**src/uimr_defines.svh**
```systemverilog
`ifndef UIMR_DEFINES_SVH
`define UIMR_DEFINES_SVH

// ***************************************************************
// bus geometry and register offsets (two aligned words per register)
// ***************************************************************
`define UIMR_AW 12
`define UIMR_OFF_EN0 12'h000
`define UIMR_OFF_UERR 12'h008
`define UIMR_OFF_EN1 12'h010
`define UIMR_OFF_EN2 12'h018
`define UIMR_OFF_PEND0 12'h020
`define UIMR_OFF_PEND1 12'h028
`define UIMR_OFF_PEND2 12'h030
`define UIMR_OFF_ROUTE 12'h038
`define UIMR_REG_SEL_HI 5
`define UIMR_REG_SEL_LO 3
`define UIMR_HALF_BIT 2
`define UIMR_DECODE_MSB 11
`define UIMR_DECODE_LSB 6
`define UIMR_RESP_OKAY 2'h0
`define UIMR_RESP_SLVERR 2'h2

// ***************************************************************
// bit positions, ascending numbering: bit 0 is the msb of 64
// ***************************************************************
`define UIMR_C0_FIR 31
`define UIMR_C0_UERR 61
`define UIMR_C0_DCMD 62
`define UIMR_C0_ALIGN 63
`define UIMR_C1_PUT 60
`define UIMR_C1_GET 61
`define UIMR_C1_MAP 62
`define UIMR_C1_SEG 63
`define UIMR_C2_MBTH 59
`define UIMR_C2_TAG 60
`define UIMR_C2_HALT 61
`define UIMR_C2_STOP 62
`define UIMR_C2_MBOX 63
`define UIMR_UERR_INV 63
`define UIMR_RT_PRIO0 0
`define UIMR_RT_DEST0 8
`define UIMR_RT_PRIO1 16
`define UIMR_RT_DEST1 24
`define UIMR_RT_PRIO2 32
`define UIMR_RT_DEST2 40

// ***************************************************************
// implemented-bit masks and target unit codes
// ***************************************************************
`define UIMR_MASK_C0 64'h0000_0001_0000_0007
`define UIMR_MASK_C1 64'h0000_0000_0000_000f
`define UIMR_MASK_C2 64'h0000_0000_0000_001f
`define UIMR_MASK_UERR 64'h0000_0000_0000_0001
`define UIMR_MASK_ROUTE 64'hf0ff_f0ff_f0ff_0000
`define UIMR_UNIT_IO_ZERO 4'h0
`define UIMR_UNIT_IO_ONE 4'hb
`define UIMR_UNIT_THREAD0 4'he
`define UIMR_UNIT_THREAD1 4'hf
`define UIMR_NCLASS 3

`endif

```
**src/uimr_pkg.sv**
```systemverilog
`default_nettype none
`include "uimr_defines.svh"

package uimr_pkg;

   typedef enum logic {UIMR_IDLE, UIMR_SEND} uimr_fsm_t;

   typedef struct packed {
      logic [0:63] en0;
      logic [0:63] uerr;
      logic [0:63] en1;
      logic [0:63] en2;
      logic [0:63] pend0;
      logic [0:63] pend1;
      logic [0:63] pend2;
      logic [0:63] route;
      logic aw_got;
      logic [`UIMR_AW-1:0] awaddr;
      logic w_got;
      logic [31:0] wdata;
      logic [3:0] wstrb;
      logic bvalid;
      logic [1:0] bresp;
      logic rvalid;
      logic [31:0] rdata;
      logic [1:0] rresp;
      logic halted;
      uimr_fsm_t fsm;
      logic [2:0] sent;
      logic [1:0] pk_class;
      logic [3:0] pk_prio;
      logic [3:0] pk_node;
      logic [3:0] pk_unit;
      logic [3:0] pk_tgt;
   } uimr_state_t;

endpackage : uimr_pkg

`default_nettype wire

```
**src/uimr_top.sv**
```systemverilog
// Operation
// - class-0 enable bit 31 gates the fault-isolation interrupt.
// - class-0 enable bit 61 gates the unit-error interrupt.
// - class-0 enable bit 62 gates the invalid DMA command interrupt.
// - class-0 enable bit 63 gates the misaligned DMA interrupt.
// - unit-error enable bit 63 lets invalid instructions set class-0 pending bit 61.
// - illegal-operation detection and unit halting always stay active.
// - class-1 enable bit 60 gates the put address-compare suspend interrupt.
// - class-1 enable bit 61 gates the get address-compare suspend interrupt.
// - class-1 enable bit 62 gates the mapping-fault storage interrupt.
// - class-1 enable bit 63 gates the segment-fault interrupt.
// - class-2 enable bit 59 gates the mailbox threshold interrupt.
// - class-2 enable bit 60 gates the tag group completion interrupt.
// - class-2 enable bit 61 gates the halt trap or single-step interrupt.
// - class-2 enable bit 62 gates the stop-and-signal trap interrupt.
// - class-2 enable bit 63 gates the general mailbox interrupt.
// - each class has a pending register laid out like its enable register.
// - a pending bit at one means that interrupt is pending.
// - routing priority fields sit at bits 0:3, 16:19 and 32:35.
// - routing destination fields sit at bits 8:15, 24:31 and 40:47.
// - priority zero is highest, fifteen is lowest.
// - destination upper nibble is bus node, lower nibble is target unit.
// - unit codes 0 and B are io controllers, E and F threads.
`default_nettype none
`include "uimr_defines.svh"

module uimr_top
   import uimr_pkg::*;
(
   input wire logic aclk,
   input wire logic aresetn,
   input wire logic [`UIMR_AW-1:0] s_axi_awaddr,
   input wire logic [2:0] s_axi_awprot,
   input wire logic s_axi_awvalid,
   output logic s_axi_awready,
   input wire logic [31:0] s_axi_wdata,
   input wire logic [3:0] s_axi_wstrb,
   input wire logic s_axi_wvalid,
   output logic s_axi_wready,
   output logic [1:0] s_axi_bresp,
   output logic s_axi_bvalid,
   input wire logic s_axi_bready,
   input wire logic [`UIMR_AW-1:0] s_axi_araddr,
   input wire logic [2:0] s_axi_arprot,
   input wire logic s_axi_arvalid,
   output logic s_axi_arready,
   output logic [31:0] s_axi_rdata,
   output logic [1:0] s_axi_rresp,
   output logic s_axi_rvalid,
   input wire logic s_axi_rready,
   input wire logic ev_fault_isolation,
   input wire logic ev_dma_cmd_invalid,
   input wire logic ev_dma_misaligned,
   input wire logic ev_illegal_insn,
   input wire logic ev_put_compare,
   input wire logic ev_get_compare,
   input wire logic ev_mapping_fault,
   input wire logic ev_segment_fault,
   input wire logic ev_mbox_threshold,
   input wire logic ev_tag_group_done,
   input wire logic ev_halt_or_step,
   input wire logic ev_stop_signal,
   input wire logic ev_mailbox,
   input wire logic unit_resume,
   output logic unit_halt,
   output logic irq_valid,
   input wire logic irq_ready,
   output logic [1:0] irq_class,
   output logic [3:0] irq_prio,
   output logic [3:0] irq_node,
   output logic [3:0] irq_unit,
   output logic tgt_io_zero,
   output logic tgt_io_one,
   output logic tgt_thread0,
   output logic tgt_thread1
);

   // ***************************************************************
   // state
   // ***************************************************************
   uimr_state_t q;
   uimr_state_t d;
   logic [2:0] active;
   logic [0:63] set0;
   logic [0:63] set1;
   logic [0:63] set2;
   logic [0:63] gate [`UIMR_NCLASS];

   // ***************************************************************
   // helpers
   // ***************************************************************
   function automatic logic [0:63] reg_of(input uimr_state_t s, input logic [`UIMR_AW-1:0] a);
      logic [0:63] r;
      r = '0;
      unique case ({a[`UIMR_AW-1:`UIMR_REG_SEL_LO], 3'h0})
         `UIMR_OFF_EN0: r = s.en0;
         `UIMR_OFF_UERR: r = s.uerr;
         `UIMR_OFF_EN1: r = s.en1;
         `UIMR_OFF_EN2: r = s.en2;
         `UIMR_OFF_PEND0: r = s.pend0;
         `UIMR_OFF_PEND1: r = s.pend1;
         `UIMR_OFF_PEND2: r = s.pend2;
         `UIMR_OFF_ROUTE: r = s.route;
         default: r = '0;
      endcase
      return r;
   endfunction : reg_of

   function automatic logic mapped(input logic [`UIMR_AW-1:0] a);
      return a[`UIMR_DECODE_MSB:`UIMR_DECODE_LSB] == '0;
   endfunction : mapped

   function automatic logic [3:0] prio_of(input logic [0:63] rt, input int c);
      logic [3:0] p;
      p = rt[`UIMR_RT_PRIO0 +: 4];
      if (c == 1) begin
         p = rt[`UIMR_RT_PRIO1 +: 4];
      end else if (c == 2) begin
         p = rt[`UIMR_RT_PRIO2 +: 4];
      end
      return p;
   endfunction : prio_of

   function automatic logic [7:0] dest_of(input logic [0:63] rt, input int c);
      logic [7:0] v;
      v = rt[`UIMR_RT_DEST0 +: 8];
      if (c == 1) begin
         v = rt[`UIMR_RT_DEST1 +: 8];
      end else if (c == 2) begin
         v = rt[`UIMR_RT_DEST2 +: 8];
      end
      return v;
   endfunction : dest_of

   // ***************************************************************
   // event capture into pending vectors
   // ***************************************************************
   always_comb begin
      set0 = '0;
      set1 = '0;
      set2 = '0;
      set0[`UIMR_C0_FIR] = ev_fault_isolation;
      set0[`UIMR_C0_DCMD] = ev_dma_cmd_invalid;
      set0[`UIMR_C0_ALIGN] = ev_dma_misaligned;
      set0[`UIMR_C0_UERR] = ev_illegal_insn & q.uerr[`UIMR_UERR_INV];
      set1[`UIMR_C1_PUT] = ev_put_compare;
      set1[`UIMR_C1_GET] = ev_get_compare;
      set1[`UIMR_C1_MAP] = ev_mapping_fault;
      set1[`UIMR_C1_SEG] = ev_segment_fault;
      set2[`UIMR_C2_MBTH] = ev_mbox_threshold;
      set2[`UIMR_C2_TAG] = ev_tag_group_done;
      set2[`UIMR_C2_HALT] = ev_halt_or_step;
      set2[`UIMR_C2_STOP] = ev_stop_signal;
      set2[`UIMR_C2_MBOX] = ev_mailbox;
   end

   // ***************************************************************
   // per-class gating: pending and enable share positions
   // ***************************************************************
   assign gate[0] = q.pend0 & q.en0 & `UIMR_MASK_C0;
   assign gate[1] = q.pend1 & q.en1 & `UIMR_MASK_C1;
   assign gate[2] = q.pend2 & q.en2 & `UIMR_MASK_C2;

   genvar gc;
   generate
      for (gc = 0; gc < `UIMR_NCLASS; gc++) begin : g_class
         assign active[gc] = |gate[gc];
      end
   endgenerate

   // ***************************************************************
   // next state
   // ***************************************************************
   always_comb begin
      logic [31:0] bm;
      logic [0:63] wm;
      logic [0:63] wd;
      logic [0:63] rr;
      logic [0:63] clr0;
      logic [0:63] clr1;
      logic [0:63] clr2;
      logic found;
      logic [3:0] bp;
      logic [1:0] bc;
      logic [7:0] dst;
      bm = '0;
      wm = '0;
      wd = '0;
      rr = '0;
      clr0 = '0;
      clr1 = '0;
      clr2 = '0;
      found = 1'b0;
      bp = '0;
      bc = '0;
      dst = '0;
      d = q;

      // write address and data are taken in either order
      if (s_axi_awvalid && s_axi_awready) begin
         d.aw_got = 1'b1;
         d.awaddr = s_axi_awaddr;
      end
      if (s_axi_wvalid && s_axi_wready) begin
         d.w_got = 1'b1;
         d.wdata = s_axi_wdata;
         d.wstrb = s_axi_wstrb;
      end
      if (q.bvalid && s_axi_bready) begin
         d.bvalid = 1'b0;
      end

      if (q.aw_got && q.w_got) begin
         d.aw_got = 1'b0;
         d.w_got = 1'b0;
         d.bvalid = 1'b1;
         d.bresp = mapped(q.awaddr) ? `UIMR_RESP_OKAY : `UIMR_RESP_SLVERR;
         for (int i = 0; i < 4; i++) begin
            bm[i*8 +: 8] = {8{q.wstrb[i]}};
         end
         // low address word carries bits 0:31, the upper half of the value
         wm = q.awaddr[`UIMR_HALF_BIT] ? {32'h0, bm} : {bm, 32'h0};
         wd = q.awaddr[`UIMR_HALF_BIT] ? {32'h0, q.wdata} : {q.wdata, 32'h0};
         if (mapped(q.awaddr)) begin
            unique case ({q.awaddr[`UIMR_AW-1:`UIMR_REG_SEL_LO], 3'h0})
               `UIMR_OFF_EN0: d.en0 = ((q.en0 & ~wm) | (wd & wm)) & `UIMR_MASK_C0;
               `UIMR_OFF_UERR: d.uerr = ((q.uerr & ~wm) | (wd & wm)) & `UIMR_MASK_UERR;
               `UIMR_OFF_EN1: d.en1 = ((q.en1 & ~wm) | (wd & wm)) & `UIMR_MASK_C1;
               `UIMR_OFF_EN2: d.en2 = ((q.en2 & ~wm) | (wd & wm)) & `UIMR_MASK_C2;
               `UIMR_OFF_PEND0: clr0 = wd & wm;
               `UIMR_OFF_PEND1: clr1 = wd & wm;
               `UIMR_OFF_PEND2: clr2 = wd & wm;
               `UIMR_OFF_ROUTE: d.route = ((q.route & ~wm) | (wd & wm)) & `UIMR_MASK_ROUTE;
               default: d.route = q.route;
            endcase
         end
      end

      // pending: write one to clear, a same-cycle event wins
      d.pend0 = ((q.pend0 & ~clr0) | set0) & `UIMR_MASK_C0;
      d.pend1 = ((q.pend1 & ~clr1) | set1) & `UIMR_MASK_C1;
      d.pend2 = ((q.pend2 & ~clr2) | set2) & `UIMR_MASK_C2;

      // read path, answer one cycle after the address is taken
      if (q.rvalid && s_axi_rready) begin
         d.rvalid = 1'b0;
      end
      if (s_axi_arvalid && s_axi_arready) begin
         rr = reg_of(q, s_axi_araddr);
         d.rvalid = 1'b1;
         d.rdata = s_axi_araddr[`UIMR_HALF_BIT] ? rr[32:63] : rr[0:31];
         d.rresp = `UIMR_RESP_OKAY;
         if (!mapped(s_axi_araddr)) begin
            d.rdata = '0;
            d.rresp = `UIMR_RESP_SLVERR;
         end
      end

      // halting does not depend on the invalid-instruction enable
      if (ev_illegal_insn) begin
         d.halted = 1'b1;
      end else if (unit_resume) begin
         d.halted = 1'b0;
      end

      // a class sends one packet per assertion; re-armed when it drops
      for (int c = 0; c < `UIMR_NCLASS; c++) begin
         if (!active[c]) begin
            d.sent[c] = 1'b0;
         end
      end

      unique case (q.fsm)
         UIMR_IDLE: begin
            for (int c = 0; c < `UIMR_NCLASS; c++) begin
               // strictly lower value wins, ties go to the lower class
               if (active[c] && !q.sent[c] && (!found || prio_of(q.route, c) < bp)) begin
                  found = 1'b1;
                  bp = prio_of(q.route, c);
                  bc = 2'(c);
               end
            end
            if (found) begin
               dst = dest_of(q.route, int'(bc));
               d.fsm = UIMR_SEND;
               d.pk_class = bc;
               d.pk_prio = bp;
               d.pk_node = dst[7:4];
               d.pk_unit = dst[3:0];
               d.pk_tgt = {dst[3:0] == `UIMR_UNIT_THREAD1, dst[3:0] == `UIMR_UNIT_THREAD0,
                           dst[3:0] == `UIMR_UNIT_IO_ONE, dst[3:0] == `UIMR_UNIT_IO_ZERO};
            end
         end
         UIMR_SEND: begin
            // packet is committed even if the class drops meanwhile
            if (irq_ready) begin
               d.fsm = UIMR_IDLE;
               d.sent[q.pk_class] = active[q.pk_class];
            end
         end
      endcase
   end

   // ***************************************************************
   // registers
   // ***************************************************************
   always_ff @(posedge aclk) begin
      if (!aresetn) begin
         q <= '0;
      end else begin
         q <= d;
      end
   end

   // ***************************************************************
   // outputs
   // ***************************************************************
   assign s_axi_awready = !q.aw_got && !q.bvalid;
   assign s_axi_wready = !q.w_got && !q.bvalid;
   assign s_axi_bvalid = q.bvalid;
   assign s_axi_bresp = q.bresp;
   assign s_axi_arready = !q.rvalid;
   assign s_axi_rvalid = q.rvalid;
   assign s_axi_rdata = q.rdata;
   assign s_axi_rresp = q.rresp;
   assign unit_halt = q.halted;
   assign irq_valid = (q.fsm == UIMR_SEND);
   assign irq_class = q.pk_class;
   assign irq_prio = q.pk_prio;
   assign irq_node = q.pk_node;
   assign irq_unit = q.pk_unit;
   assign tgt_io_zero = q.pk_tgt[0];
   assign tgt_io_one = q.pk_tgt[1];
   assign tgt_thread0 = q.pk_tgt[2];
   assign tgt_thread1 = q.pk_tgt[3];

endmodule : uimr_top

`default_nettype wire

```
**config.mk**
```make
export PLATFORM = sky130hd
export DESIGN_NAME = uimr_top
export DESIGN_NICKNAME = d
export VERILOG_FILES = /design/src/uimr_pkg.sv /design/src/uimr_top.sv
export VERILOG_INCLUDE_DIRS = /design/src
export SDC_FILE = /design/constraint.sdc
export NUM_CORES = 1
export LEC_CHECK = 0
export ABC_AREA = 1
export BUFFER_PORTS_ARGS = -buffer_cell sky130_fd_sc_hd__buf_2
export CAP_MARGIN = 40
export CORE_MARGIN = 2
export CORE_UTILIZATION = 45
export CTS_BUF_LIST = sky130_fd_sc_hd__clkbuf_16
export CTS_CLUSTER_DIAMETER = 100
export CTS_CLUSTER_SIZE = 28
export DETAILED_ROUTE_END_ITERATION = 8
export PLACE_DENSITY_LB_ADDON = 0.3
export SLEW_MARGIN = 20
export SYNTH_ARGS = -nofsm -noshare
export SYNTH_HDL_FRONTEND = slang
export SYNTH_SLANG_ARGS = --single-unit
```
**constraint.sdc**
```tcl
create_clock -name aclk -period 3.92 [get_ports aclk]
set_clock_uncertainty 0.1 [all_clocks]
set_input_delay 0.196 -clock aclk [delete_from_list [all_inputs] [get_ports aclk]]
set_output_delay 0.196 -clock aclk [all_outputs]
set_load 0.03 [all_outputs]
```
; ---- After elaboration in Yosys (flattened, before gate mapping)
; Cells that the tools add are included.
[op_classes]
order_cmp = 4
n_eq_ne = 19
n_mux = 53
bitwise_logic = 27
n_reduce_logical = 43
[ops]
columns = cell, count
row1 = 64-bit one-hot mux with 8 select lines, 1
row2 = 64-bit bitwise AND, 2
row3 = 64-bit two-way mux, 2
row4 = 33-bit bitwise AND, 3
row5 = 33-bit two-way mux, 3
row6 = "9-bit by 3-bit == test with 1-bit output, second input constant", 8
row7 = 33-bit bitwise OR, 2
row8 = 64-bit inverter, 1
row9 = 64-bit bitwise OR, 1
row10 = 4-bit two-way mux, 11
row11 = "9-bit by 2-bit == test with 1-bit output, second input constant", 4
row12 = 35-bit two-way mux, 1
row13 = 34-bit two-way mux, 1
row14 = 33-bit inverter, 1
row15 = 32-bit two-way mux, 1
row16 = 8-bit two-way mux, 4
row17 = "9-bit by 1-bit == test with 1-bit output, second input constant", 2
row18 = 9-bit logical NOT, 2
row19 = 1-bit two-way mux, 17
row20 = 5-bit bitwise AND, 3
row21 = 5-bit two-way mux, 3
row22 = 3-bit AND reduction, 5
row23 = 1-bit logical AND, 14
row24 = 4-bit bitwise AND, 3
row25 = other kinds (27), 51
[word_totals]
regBits = 174
output_inout_bits = 61
word_cells = 172

; ---- Depth between registers and ports, before layout
; Gate-level depths: netlist of the first run.
[logic_depth]
ltp_word = 21
ltp_mapped = 31
depth_no_buf = 30

; ---- Least setup slack after synthesis of the first run
; Ideal clock, no wire load.
[synth_path]
path_type = reg2reg
from = register q[305] in the netlist's numbering
to = register q (netlist bit irq_node[0])
setup_time_ns = 0.121
arrival_time_ns = 3.009
required_time_ns = 3.699
path_slack_ns = 0.689
path_stages_with_launch = 27
path_buffers = 3
path_cell_list = dfxtp_1 -> nand2_1 -> nand2_1 -> inv_1 -> nand2_2 -> inv_1 -> nor2_2 -> nand2_1 -> ha_1 -> nand2_1 -> inv_1 -> nand2_1 -> nand2_1 -> nand2_2 -> nand2_4 -> clkbuf_1 -> nand2_1 -> o21ai_0 -> ha_1 -> a21oi_1 -> nand2_2 -> nand2_4 -> nand2_4 -> buf_6 -> buf_6 -> a31oi_1 -> a21oi_1
[synth_via]
elab_chain_len = 20
[synth_rtl]
columns = element, line
row1 = from (decl), uimr_top.sv:81  ; uimr_state_t q;
row2 = from (signal assigned), uimr_top.sv:309  ; q <= '0;
row3 = from (signal assigned), uimr_top.sv:311  ; q <= d;
row4 = 33-bit bitwise AND *, uimr_top.sv:160  ; assign gate[0] = q.pend0 & q.en0 & `UIMR_MASK_C0;
row5 = 4-bit OR reduction *, uimr_top.sv:167  ; assign active[gc] = |gate[gc];
row6 = 1-bit logical AND *, uimr_top.sv:277  ; if (active[c] && !q.sent[c] && (!found || prio_of(q.route, c) < bp)) begin
row7 = 4-bit two-way mux or 1-bit two-way mux (tied branches), uimr_top.sv:277
row8 = 4-bit two-way mux or 1-bit two-way mux (tied branches), uimr_top.sv:273  ; unique case (q.fsm)
row9 = 4-bit < comparator or 1-bit logical NOT (tied branches), uimr_top.sv:277
row10 = 1-bit logical OR, uimr_top.sv:277
row11 = 1-bit logical AND, uimr_top.sv:277
row12 = [4 not listed], n/a
row13 = 1-bit logical AND, uimr_top.sv:277
row14 = 2-bit two-way mux, uimr_top.sv:277
row15 = 2-bit two-way mux, uimr_top.sv:273
row16 = 2-bit == test, uimr_top.sv:129  ; end else if (c == 2) begin
row17 = 8-bit two-way mux, uimr_top.sv:129
row18 = 8-bit two-way mux, uimr_top.sv:127  ; if (c == 1) begin
row19 = 8-bit two-way mux, uimr_top.sv:283  ; if (found) begin
row20 = 8-bit two-way mux, uimr_top.sv:273
; Mark *: on every way between the ends. The rest lies on a longest branch, timed or not. The select of a mux whose other input is x is not followed.
; A chain may end at the register's enable or synchronous reset.

; ---- Worst setup path in the final report of the first run
[layout_path]
from = register q[335] in the netlist's numbering
to = register q (netlist bit irq_unit[3])
; Same word-level chain as after synthesis.

==> reports/metrics.cfg, run 1 <==
[drt]
drc = 0
vias = 6555
wire_per_inst_um = 14.6
firstDrtPassIters = 5
drt_iter0_drc = 610
wl_um = 18500
viasPerCell = 5.19
detail-route-antenna-nets = 0

[synth]
synth_edf_count = 0
ys.warnings.count = 0
synth_top_area_cell = dfxtp_1
synthArstFlopShare_pct = 0
syn-cell-area_sq_mm = 0.00702
synth-seq-cells = 154
synthTopCellsByArea = dfxtp_1, a21oi_1, nand2_1
synthCells = 940
synth_flop_cell = dfxtp_1
synth_seq_area_share_pct = 43.9
syn_area_per_cell_sq_um = 7.47
yosysUniqueCellTypes = 40
yosysTopAreaCellShare_pct = 43.9

[power_and_ir_drop]
p_sw_share_pct = 24.7
ir_drop_mv = 0.355
pwr-share-comb_pct = 8.6
p_seq_share_pct = 46.6
pwr-share-clk_pct = 44.7
switchingPower_uw = 878
p_leak_uw = 0.00362
p_int_uw = 2670
p_per_area_mw_per_mm2 = 414

[min_path]
hp-start = s_axi_wdata[5]
min_path_type = primary input to register
hold_end = q[70]
hold_depth = 3

[floorplan]
pin_count = 149
rows = 45
fp.dieArea_sq_mm = 0.0166
initial_core_util_pct = 46.2
fp.dieW_um = 129
design.core.area_sq_mm = 0.0152
die_h_um = 129

[final_layout]
multi_input_area_sq_mm = 0.00307
area_growth_pct = 22.2
nFillCells = 1468
finalCoreUtilization_pct = 56.4
fin_nets = 1157
layout-drive-gt1-share_pct = 18.0
seq_area_sq_mm = 0.00308
antennaDiodeCount = 0

[sta]
period_minus_slack_ns = 3.48
rsz0062_at_grt = false
timing.fmax_ghz = 0.287
final.period_utilization_pct = 88.8
fin_tns_setup_ns = 0
setup_violations = 0
worst_pin_slew_ns = 0.856
drv_slew = 0
hold_violations = 0
slew_headroom_pct = 42.9

[critical_path]
r2r_slack_ns = 0.44
crit_type = register to register
rr_endpoint = irq_unit[3]
critPathBufInv = 3
crit_family = simple AND/OR/NAND/NOR gates
crit_arrival_ns = 3.69
reg2reg_from = q[335]
critPathCaptureType = register
required_ns = 4.13
start_kind = register
r2r_cells = 25
cp_slowest_cell = dfxtp_1
crit_path_max_fanout = 15
crit_top_cell = nand2_1
slowest_delay_ns = 0.38

[global_routing]
grt_pass1_wl_um = 29800
grt_pass1_vias = 6019
overflow = 0
grt_max_degree = 39
antenna_found_initial = 0
grt_use_total_pct = 22.9

[clocking]
clkTransAtPathRegs_ns = 0.06
numCtsBuffers = 17
root_buffer = clkbuf_16
cts.sinks = 154
cts_tree = done
clock_latency_ns = 0.42
postCtsSetupRepairBufs = 0
htreeDepth = 4
clockBufferDepth = 2

[flow_run]
maxCapViolCount = 0

[placement]
port-buffer-count = 120
gp_congestion = 0.918
dpl.hpwl_um = 13400

[outcome]
status = finished, final reports clean

==> what timing repair did <==
action,in CTS,in global routing
setup endpoints to repair,0,10
hold endpoints to repair,54,0
hold buffers,54,0
gates resized for setup,0,7
==> metal layers <==
metal	share of wire, %	up-vias	global-route usage, %
met3	6.6	29	5.20
li1	-	3343	-
met2	43	218	34.0
met5	0	-	0
met1	48	2965	32.8
met4	1.9	0	8.31
==> worst max path at each step <==
stage	start	endpoint	slack (ns)	cells after the start
4_1_cts	q[335]	irq_unit[3]	0.25	24
5_1_grt	register	tgt_thread0	0.03	25
3_3_place_gp	q[335]	irq_unit[3]	0.39	28
3_5_place_dp	q[335]	irq_unit[3]	0.30	24
6_report	q[335]	irq_unit[3]	0.44	25
2_1_floorplan	q[305]	irq_node[0]	0.69	26
==> stage by stage <==
step / instances / power (uW) / cell area (sq um) / setup WS, ns / hold slack, ns
global placement: 1174 / 1940 / 7390 / 0.388 / 0.332
detailed placement: 1176 / 1950 / 7410 / 0.304 / 0.342
floorplan: 949 / 1870 / 7050 / 0.689 / 0.213
global route: 1264 / 3690 / 8580 / 0.0312 / 0.0430
finish: 1264 / 3550 / 8580 / 0.441 / 0.0188
CTS: 1262 / 3570 / 8520 / 0.251 / 0.00237
==> Yosys cell counts, types with 2 or more instances <==
cell type and instances:
buf_2 3, nor3_1 13, nand2_4 3, o22ai_1 2, ha_1 6, or2_2 6, inv_2 6, o21ai_0 87
clkinv_1 2, clkbuf_1 33, nand2_1 132, o41ai_1 2, a41oi_1 3, dfxtp_1 154, nand2_2 5, buf_4 50
nand3_1 48, o211ai_1 19, a221oi_1 3, a21oi_1 106, nor3_2 5, inv_1 99, a211oi_1 34, nor2_1 88
nor4_1 3, buf_6 2, o21ai_1 6, nor2_2 5, nand4_1 4
==> kinds of logic after synthesis <==
group	after synthesis	synth area share (%)
other cells	1	0.0534
flops	154	43.9
compound gates	268	21.7
simple gates	315	19.8
fa+ha+maj	6	1.07
buf+inv	196	13.4
==> cell usage in the layout (no fill, tap or decap), types with 13 or more instances in the layout <==
cell type	Yosys	routed
dlygate4sd3_1	0	54
inv_1	99	98
dfxtp_1	154	154
o21ai_0	87	84
nand2_1	132	132
a211oi_1	34	34
nor3_1	13	13
a21oi_1	106	106
nor2_1	88	88
nand3_1	48	48
buf_2	3	120
clkbuf_16	0	17
o211ai_1	19	19
==> layout make-up <==
cell class	instances	area share, %
Clock buffer	17	4.96
Clock inverter	15	1.74
Inverter	107	4.68
Multi-Input combinational cell	600	35.7
Sequential cell	154	35.9
Tap cell	188	2.74
Timing Repair Buffer	183	14.2
==> power groups by stage <==
stage | sequential [uW] | clock [uW] | combinational, uW
global placement | 1690 | 0 | 256
CTS | 1650 | 1620 | 301
global route | 1660 | 1680 | 345
floorplan | 1680 | 0 | 188
finish | 1650 | 1590 | 307
detailed placement | 1690 | 0 | 260
==> worst register-to-register path: stages (launching register included) <==
cell and delay (ns):
dfxtp_1 0.38, nand2_1 0.07, nand2_1 0.05, inv_1 0.04, nand2_2 0.09, inv_1 0.09, nor2_4 0.15, nand2_1 0.10
ha_1 0.31, a21oi_1 0.15, nand2_1 0.08, nand2_2 0.11, nand2_8 0.11, nand2_1 0.12, o21ai_2 0.07, ha_1 0.29
a21oi_1 0.16, nand2_2 0.09, nand2_4 0.13, nand2_8 0.11, nand2_1 0.12, nand2_1 0.06, nor2_2 0.16, nand2_1 0.07
o211ai_1 0.10, inv_1 0.05
No activity file was read; power rests on OpenSTA's default activity.
==> run 2: changes to the inputs <==
--- a/config.mk
+++ b/config.mk
@@ -10,8 +10,7 @@
 export BUFFER_PORTS_ARGS = -buffer_cell sky130_fd_sc_hd__buf_2
 export CAP_MARGIN = 40
 export CORE_MARGIN = 2
-export CORE_UTILIZATION = 45
-export CTS_BUF_LIST = sky130_fd_sc_hd__clkbuf_16
+export CORE_UTILIZATION = 52
 export CTS_CLUSTER_DIAMETER = 100
 export CTS_CLUSTER_SIZE = 28
 export DETAILED_ROUTE_END_ITERATION = 8
==> run 2 against run 1 <==
Effect of this change: setup slack worse by 0.042 ns; sequential share of layout area up 0.19 points; design area down 0.53%; sequential power about the same; register-to-register slack got worse by 0.04 ns; global-route usage up 3.0 points; clock-buffer cell count up 6; via count down 0.11%; sequential cell count unchanged; total power increased by 0.25%; die area fell by 13%.
==> reports/metrics.cfg, run 2 (synthesis gave the netlist of run 1 again) <==
[global_routing]
grt_pass1_wl_um = 29600
grt_pass1_vias = 6085
grt_use_total_pct = 26.0
overflow = 0
grt_max_degree = 71
antenna_found_initial = 0

[min_path]
hold_depth = 5
hold_end = s_axi_rresp[1]
min_path_type = primary input to register
hp-start = s_axi_araddr[10]

[clocking]
clock_latency_ns = 0.43
htreeDepth = 4
clockBufferDepth = 2
postCtsSetupRepairBufs = 0
cts.sinks = 154
numCtsBuffers = 17
clkTransAtPathRegs_ns = 0.06
root_buffer = clkbuf_16
cts_tree = done

[sta]
worst_slack_ns = 0.399
hold_violations = 0
timing.fmax_ghz = 0.284
worst_pin_slew_ns = 0.843
rsz0062_at_grt = false
fin_tns_setup_ns = 0
final.period_utilization_pct = 89.8
drv_slew = 0
setup_violations = 0
period_minus_slack_ns = 3.52
slew_headroom_pct = 43.8

[floorplan]
fp.dieW_um = 120
pin_count = 149
initial_core_util_pct = 53.2
die_h_um = 120
design.core.area_sq_mm = 0.0132
fp.dieArea_sq_mm = 0.0144
rows = 42

[final_layout]
layout_common_cells = dfxtp_1, nand2_1, buf_2
fin_cells = 1249
final_common_cell = dfxtp_1
finalInstanceArea_sq_mm = 0.00853
layout-drive-gt1-share_pct = 17.5
fin_nets = 1156
area_growth_pct = 21.5
antennaDiodeCount = 0

[critical_path]
required_ns = 4.14
r2r_cells = 25
critPathCaptureType = register
start_kind = register
r2r_slack_ns = 0.40
crit_type = register to register
crit_arrival_ns = 3.74
crit_path_max_fanout = 27
rr_endpoint = irq_unit[3]
reg2reg_from = q[335]

[placement]
placed_cell_area_sq_mm = 0.00740
dpl.hpwl_um = 12500
gp_congestion = 0.944
place_inst = 1164
port-buffer-count = 120
pre_cts_slack_ns = 0.346

[drt]
detail-route-antenna-nets = 0
firstDrtPassIters = 5
wire_per_inst_um = 14.5
viasPerCell = 5.24
vias = 6548
wl_um = 18100
drt_iter0_drc = 429
drc = 0

[outcome]
status = finished, final reports clean

[power_and_ir_drop]
p_leak_uw = 0.00360
ir_drop_mv = 0.285
p_per_area_mw_per_mm2 = 417
p_total_uw = 3560

[flow_run]
maxCapViolCount = 0

-- run 2: worst max-delay path, cell delays in order, from the launching register on --
cell and delay [ns]:
dfxtp_1 0.39, nand2_1 0.07, nand2_1 0.06, inv_1 0.05, nand2_2 0.09, inv_1 0.08, nor2_2 0.21, nand2_1 0.11
ha_1 0.30, a21oi_1 0.14, nand2_1 0.08, nand2_2 0.08, nand2_4 0.12, nand2_1 0.09, o21ai_1 0.08, ha_1 0.30
a21oi_1 0.17, nand2_2 0.09, nand2_4 0.11, nand2_8 0.14, nand2_1 0.12, nand2_1 0.06, nor2_2 0.16, nand2_1 0.07
o211ai_1 0.10, inv_1 0.05
-- run 2: where the power goes --
group	internal, uW	switching [uW]	total, uW
clock network	977	619	1600
logic	118	190	308
registers	1620	35.4	1660
total	2710	844	3560
-- run 2: worst max path at each step --
stage	from	end	slack (ns)	cells after the start
2_1_floorplan	q[305]	irq_node[0]	0.69	26
3_3_place_gp	q[305]	irq_unit[3]	0.41	26
3_5_place_dp	q[335]	irq_unit[3]	0.35	26
4_1_cts	q[335]	irq_unit[3]	0.33	26
5_1_grt	q[335]	irq_unit[3]	0.03	27
6_report	q[335]	irq_unit[3]	0.40	25
-- run 2: per-layer routing --
layer	part of all wire, %	vias up	GRT usage [%]
li1	-	3332	-
met1	48	2955	35.8
met2	44	233	40.6
met3	6.9	28	5.71
met4	1.4	0	8.31
met5	0	-	0
-- run 2: per-stage QoR --
step	hold WS, ns	util (%)
after detailed placement	0.328	56.1
after CTS	0.0538	64.6
after global routing	0.102	64.7
after floorplan	0.213	-
after global placement	0.327	55.9
final	0.0649	64.7
-- run 2: layout make-up --
class / count / area (sq um)
multi-input cells: 599 / 3040
clock inverters: 7 / 92.6
repair buffers: 183 / 1220
fillers: 1183 / 4660
well taps: 176 / 220
flip-flops and latches: 154 / 3080
clock buffers: 23 / 478
inverters: 107 / 402
-- run 2: timing repair --
item / in CTS / in global routing
gates resized for setup: 0 / 4
hold endpoints to repair: 55 / 0
hold buffers: 55 / 0
setup endpoints to repair: 0 / 5
==> run 3: changes to the inputs <==
--- a/config.mk
+++ b/config.mk
@@ -9,8 +9,7 @@
 export ABC_AREA = 1
 export BUFFER_PORTS_ARGS = -buffer_cell sky130_fd_sc_hd__buf_2
 export CAP_MARGIN = 40
-export CORE_MARGIN = 2
-export CORE_UTILIZATION = 52
+export CORE_UTILIZATION = 25
 export CTS_CLUSTER_DIAMETER = 100
 export CTS_CLUSTER_SIZE = 28
 export DETAILED_ROUTE_END_ITERATION = 8
==> run 3 against run 2 <==
Effect of this change: total power is 5.4% higher; global-route usage decreased by 11 points; first-iteration DRC count is 8.2% higher; clock power rose by 11%; hold slack lost 0.042 ns; register-to-register slack better by 0.05 ns; cell count up 16%; routed wire length increased by 16%; clock-buffer cell count shrank 2; setup slack improved by 0.053 ns; combinational power barely moved; largest cell class unchanged.
==> reports/metrics.cfg, run 3 (synthesis gave the netlist of run 1 again) <==
[critical_path]
start_kind = register
reg2reg_from = q[335]
crit_start = q[335]
critPathBufInv = 5
cp_slowest_cell = dfxtp_1
required_ns = 4.14
crit_type = register to register
crit_arrival_ns = 3.69
slowest_delay_ns = 0.39
r2r_slack_ns = 0.45
crit_path_max_fanout = 27
critPathCaptureType = register
crit_top_cell = nand2_1
crit_family = simple AND/OR/NAND/NOR gates

[clocking]
htreeDepth = 4
numCtsBuffers = 17
root_buffer = clkbuf_16
cts_tree = done
clock_latency_ns = 0.43
cts.sinks = 154
postCtsSetupRepairBufs = 0
clockBufferDepth = 2
clkTransAtPathRegs_ns = 0.07

[power_and_ir_drop]
p_seq_share_pct = 44.2
p_total_uw = 3750
ir_drop_mv = 0.242
p_per_area_mw_per_mm2 = 425
p_int_uw = 2810
switchingPower_uw = 936
p_leak_uw = 0.00362
pwr-share-clk_pct = 47.5
pwr-share-comb_pct = 8.3
p_sw_share_pct = 25.0

[drt]
wl_um = 21000
drc = 0
wire_per_inst_um = 14.5
detail-route-antenna-nets = 0
viasPerCell = 4.49
vias = 6480
drt_iter0_drc = 464
firstDrtPassIters = 5

[sta]
rsz0062_at_grt = false
hold-worst-slack_ns = 0.0227
final.period_utilization_pct = 88.5
setup_violations = 0
slew_headroom_pct = 47.5
timing.fmax_ghz = 0.288
worst_pin_slew_ns = 0.780
drv_slew = 0
hold_violations = 0
period_minus_slack_ns = 3.47
fin_tns_setup_ns = 0

[floorplan]
initial_core_util_pct = 25.8
rows = 60
fp.dieArea_sq_mm = 0.0288
fp.dieW_um = 170
pin_count = 149
die_h_um = 170
design.core.area_sq_mm = 0.0273

[placement]
place_inst = 1359
port-buffer-count = 120
dpl.hpwl_um = 15500
gp_congestion = 0.839

[final_layout]
finalCoreUtilization_pct = 32.4
layout_common_cells = dfxtp_1, nand2_1, buf_2
area_growth_pct = 25.7
final_common_cell = dfxtp_1
layout-drive-gt1-share_pct = 18.1
fin_cells = 1444
nFillCells = 2937
fin_nets = 1153
antennaDiodeCount = 0

[outcome]
status = finished, final reports clean

[global_routing]
grt_use_total_pct = 14.9
antenna_found_initial = 0
grt_pass1_vias = 6098
grt_pass1_wl_um = 33000
overflow = 0
grt_max_degree = 71

[min_path]
hp-start = s_axi_wstrb[2]
min_path_type = primary input to register

[flow_run]
maxCapViolCount = 0

[run 3: cell count changes in the layout (fill, tap and decap cells not counted), sizes merged]
cell         previous run  this run
bufinv                  2         3
clkbuf                 23        21
clkinv                  4         5
dlygate4sd3            55        51
clkinvlp                3         2
inv                   105       108
buf                   128       129
[run 3: final timing paths]
check | end | cells past startpoint
worst max-delay path | irq_unit[3] | 28
worst min-delay path | q[63] | 3
worst max register to register | irq_unit[3] | 28
worst min register to register | register | 2
[run 3: area by class of cell]
type	instances	area, sq um	area share [%]
Inverter	107	403	4.57
Sequential cell	154	3080	35.0
Timing Repair Buffer	180	1190	13.5
Tap cell	372	465	5.28
Multi-Input combinational cell	599	3040	34.5
Clock inverter	11	158	1.79
Clock buffer	21	480	5.45
[run 3: timing repair]
| action | in CTS | in global routing |
|---|---|---|
| endpoints found under the setup margin | 0 | 9 |
| endpoints found under the hold margin | 51 | 0 |
| hold buffers | 51 | 0 |
| gates resized for setup | 0 | 4 |
[run 3: routing by layer]
layer | vias up | routed length, um | track usage [%]
li1 | 3340 | - | -
met1 | 2960 | 11000 | 21.4
met2 | 156 | 8800 | 22.2
met3 | 24 | 779 | 2.61
met4 | 0 | 351 | 5.33
met5 | - | 0 | 0
[run 3: through the flow]
| step | area, sq um | worst slack, ns |
|---|---|---|
| after global placement | 7620 | 0.345 |
| after floorplan | 7050 | 0.689 |
| final | 8820 | 0.453 |
| after CTS | 8780 | 0.287 |
| after detailed placement | 7630 | 0.298 |
| after global routing | 8820 | 0.0269 |
[run 3: worst reg2reg max path, delay by kind of cell, from the launching register on]
family | cells | cell delay (ns)
simple gates | 19 | 1.69
compound gates | 2 | 0.36
flops | 1 | 0.39
fa+ha+maj | 2 | 0.57
buf+inv | 5 | 0.24
[run 3: power by group through the flow]
stage | Sequential, uW | Combinational, uW | Clock (uW)
after floorplan | 1680 | 188 | 0
after global placement | 1690 | 266 | 0
after detailed placement | 1690 | 269 | 0
after CTS | 1660 | 309 | 1820
after global routing | 1660 | 348 | 1890
final | 1660 | 311 | 1780
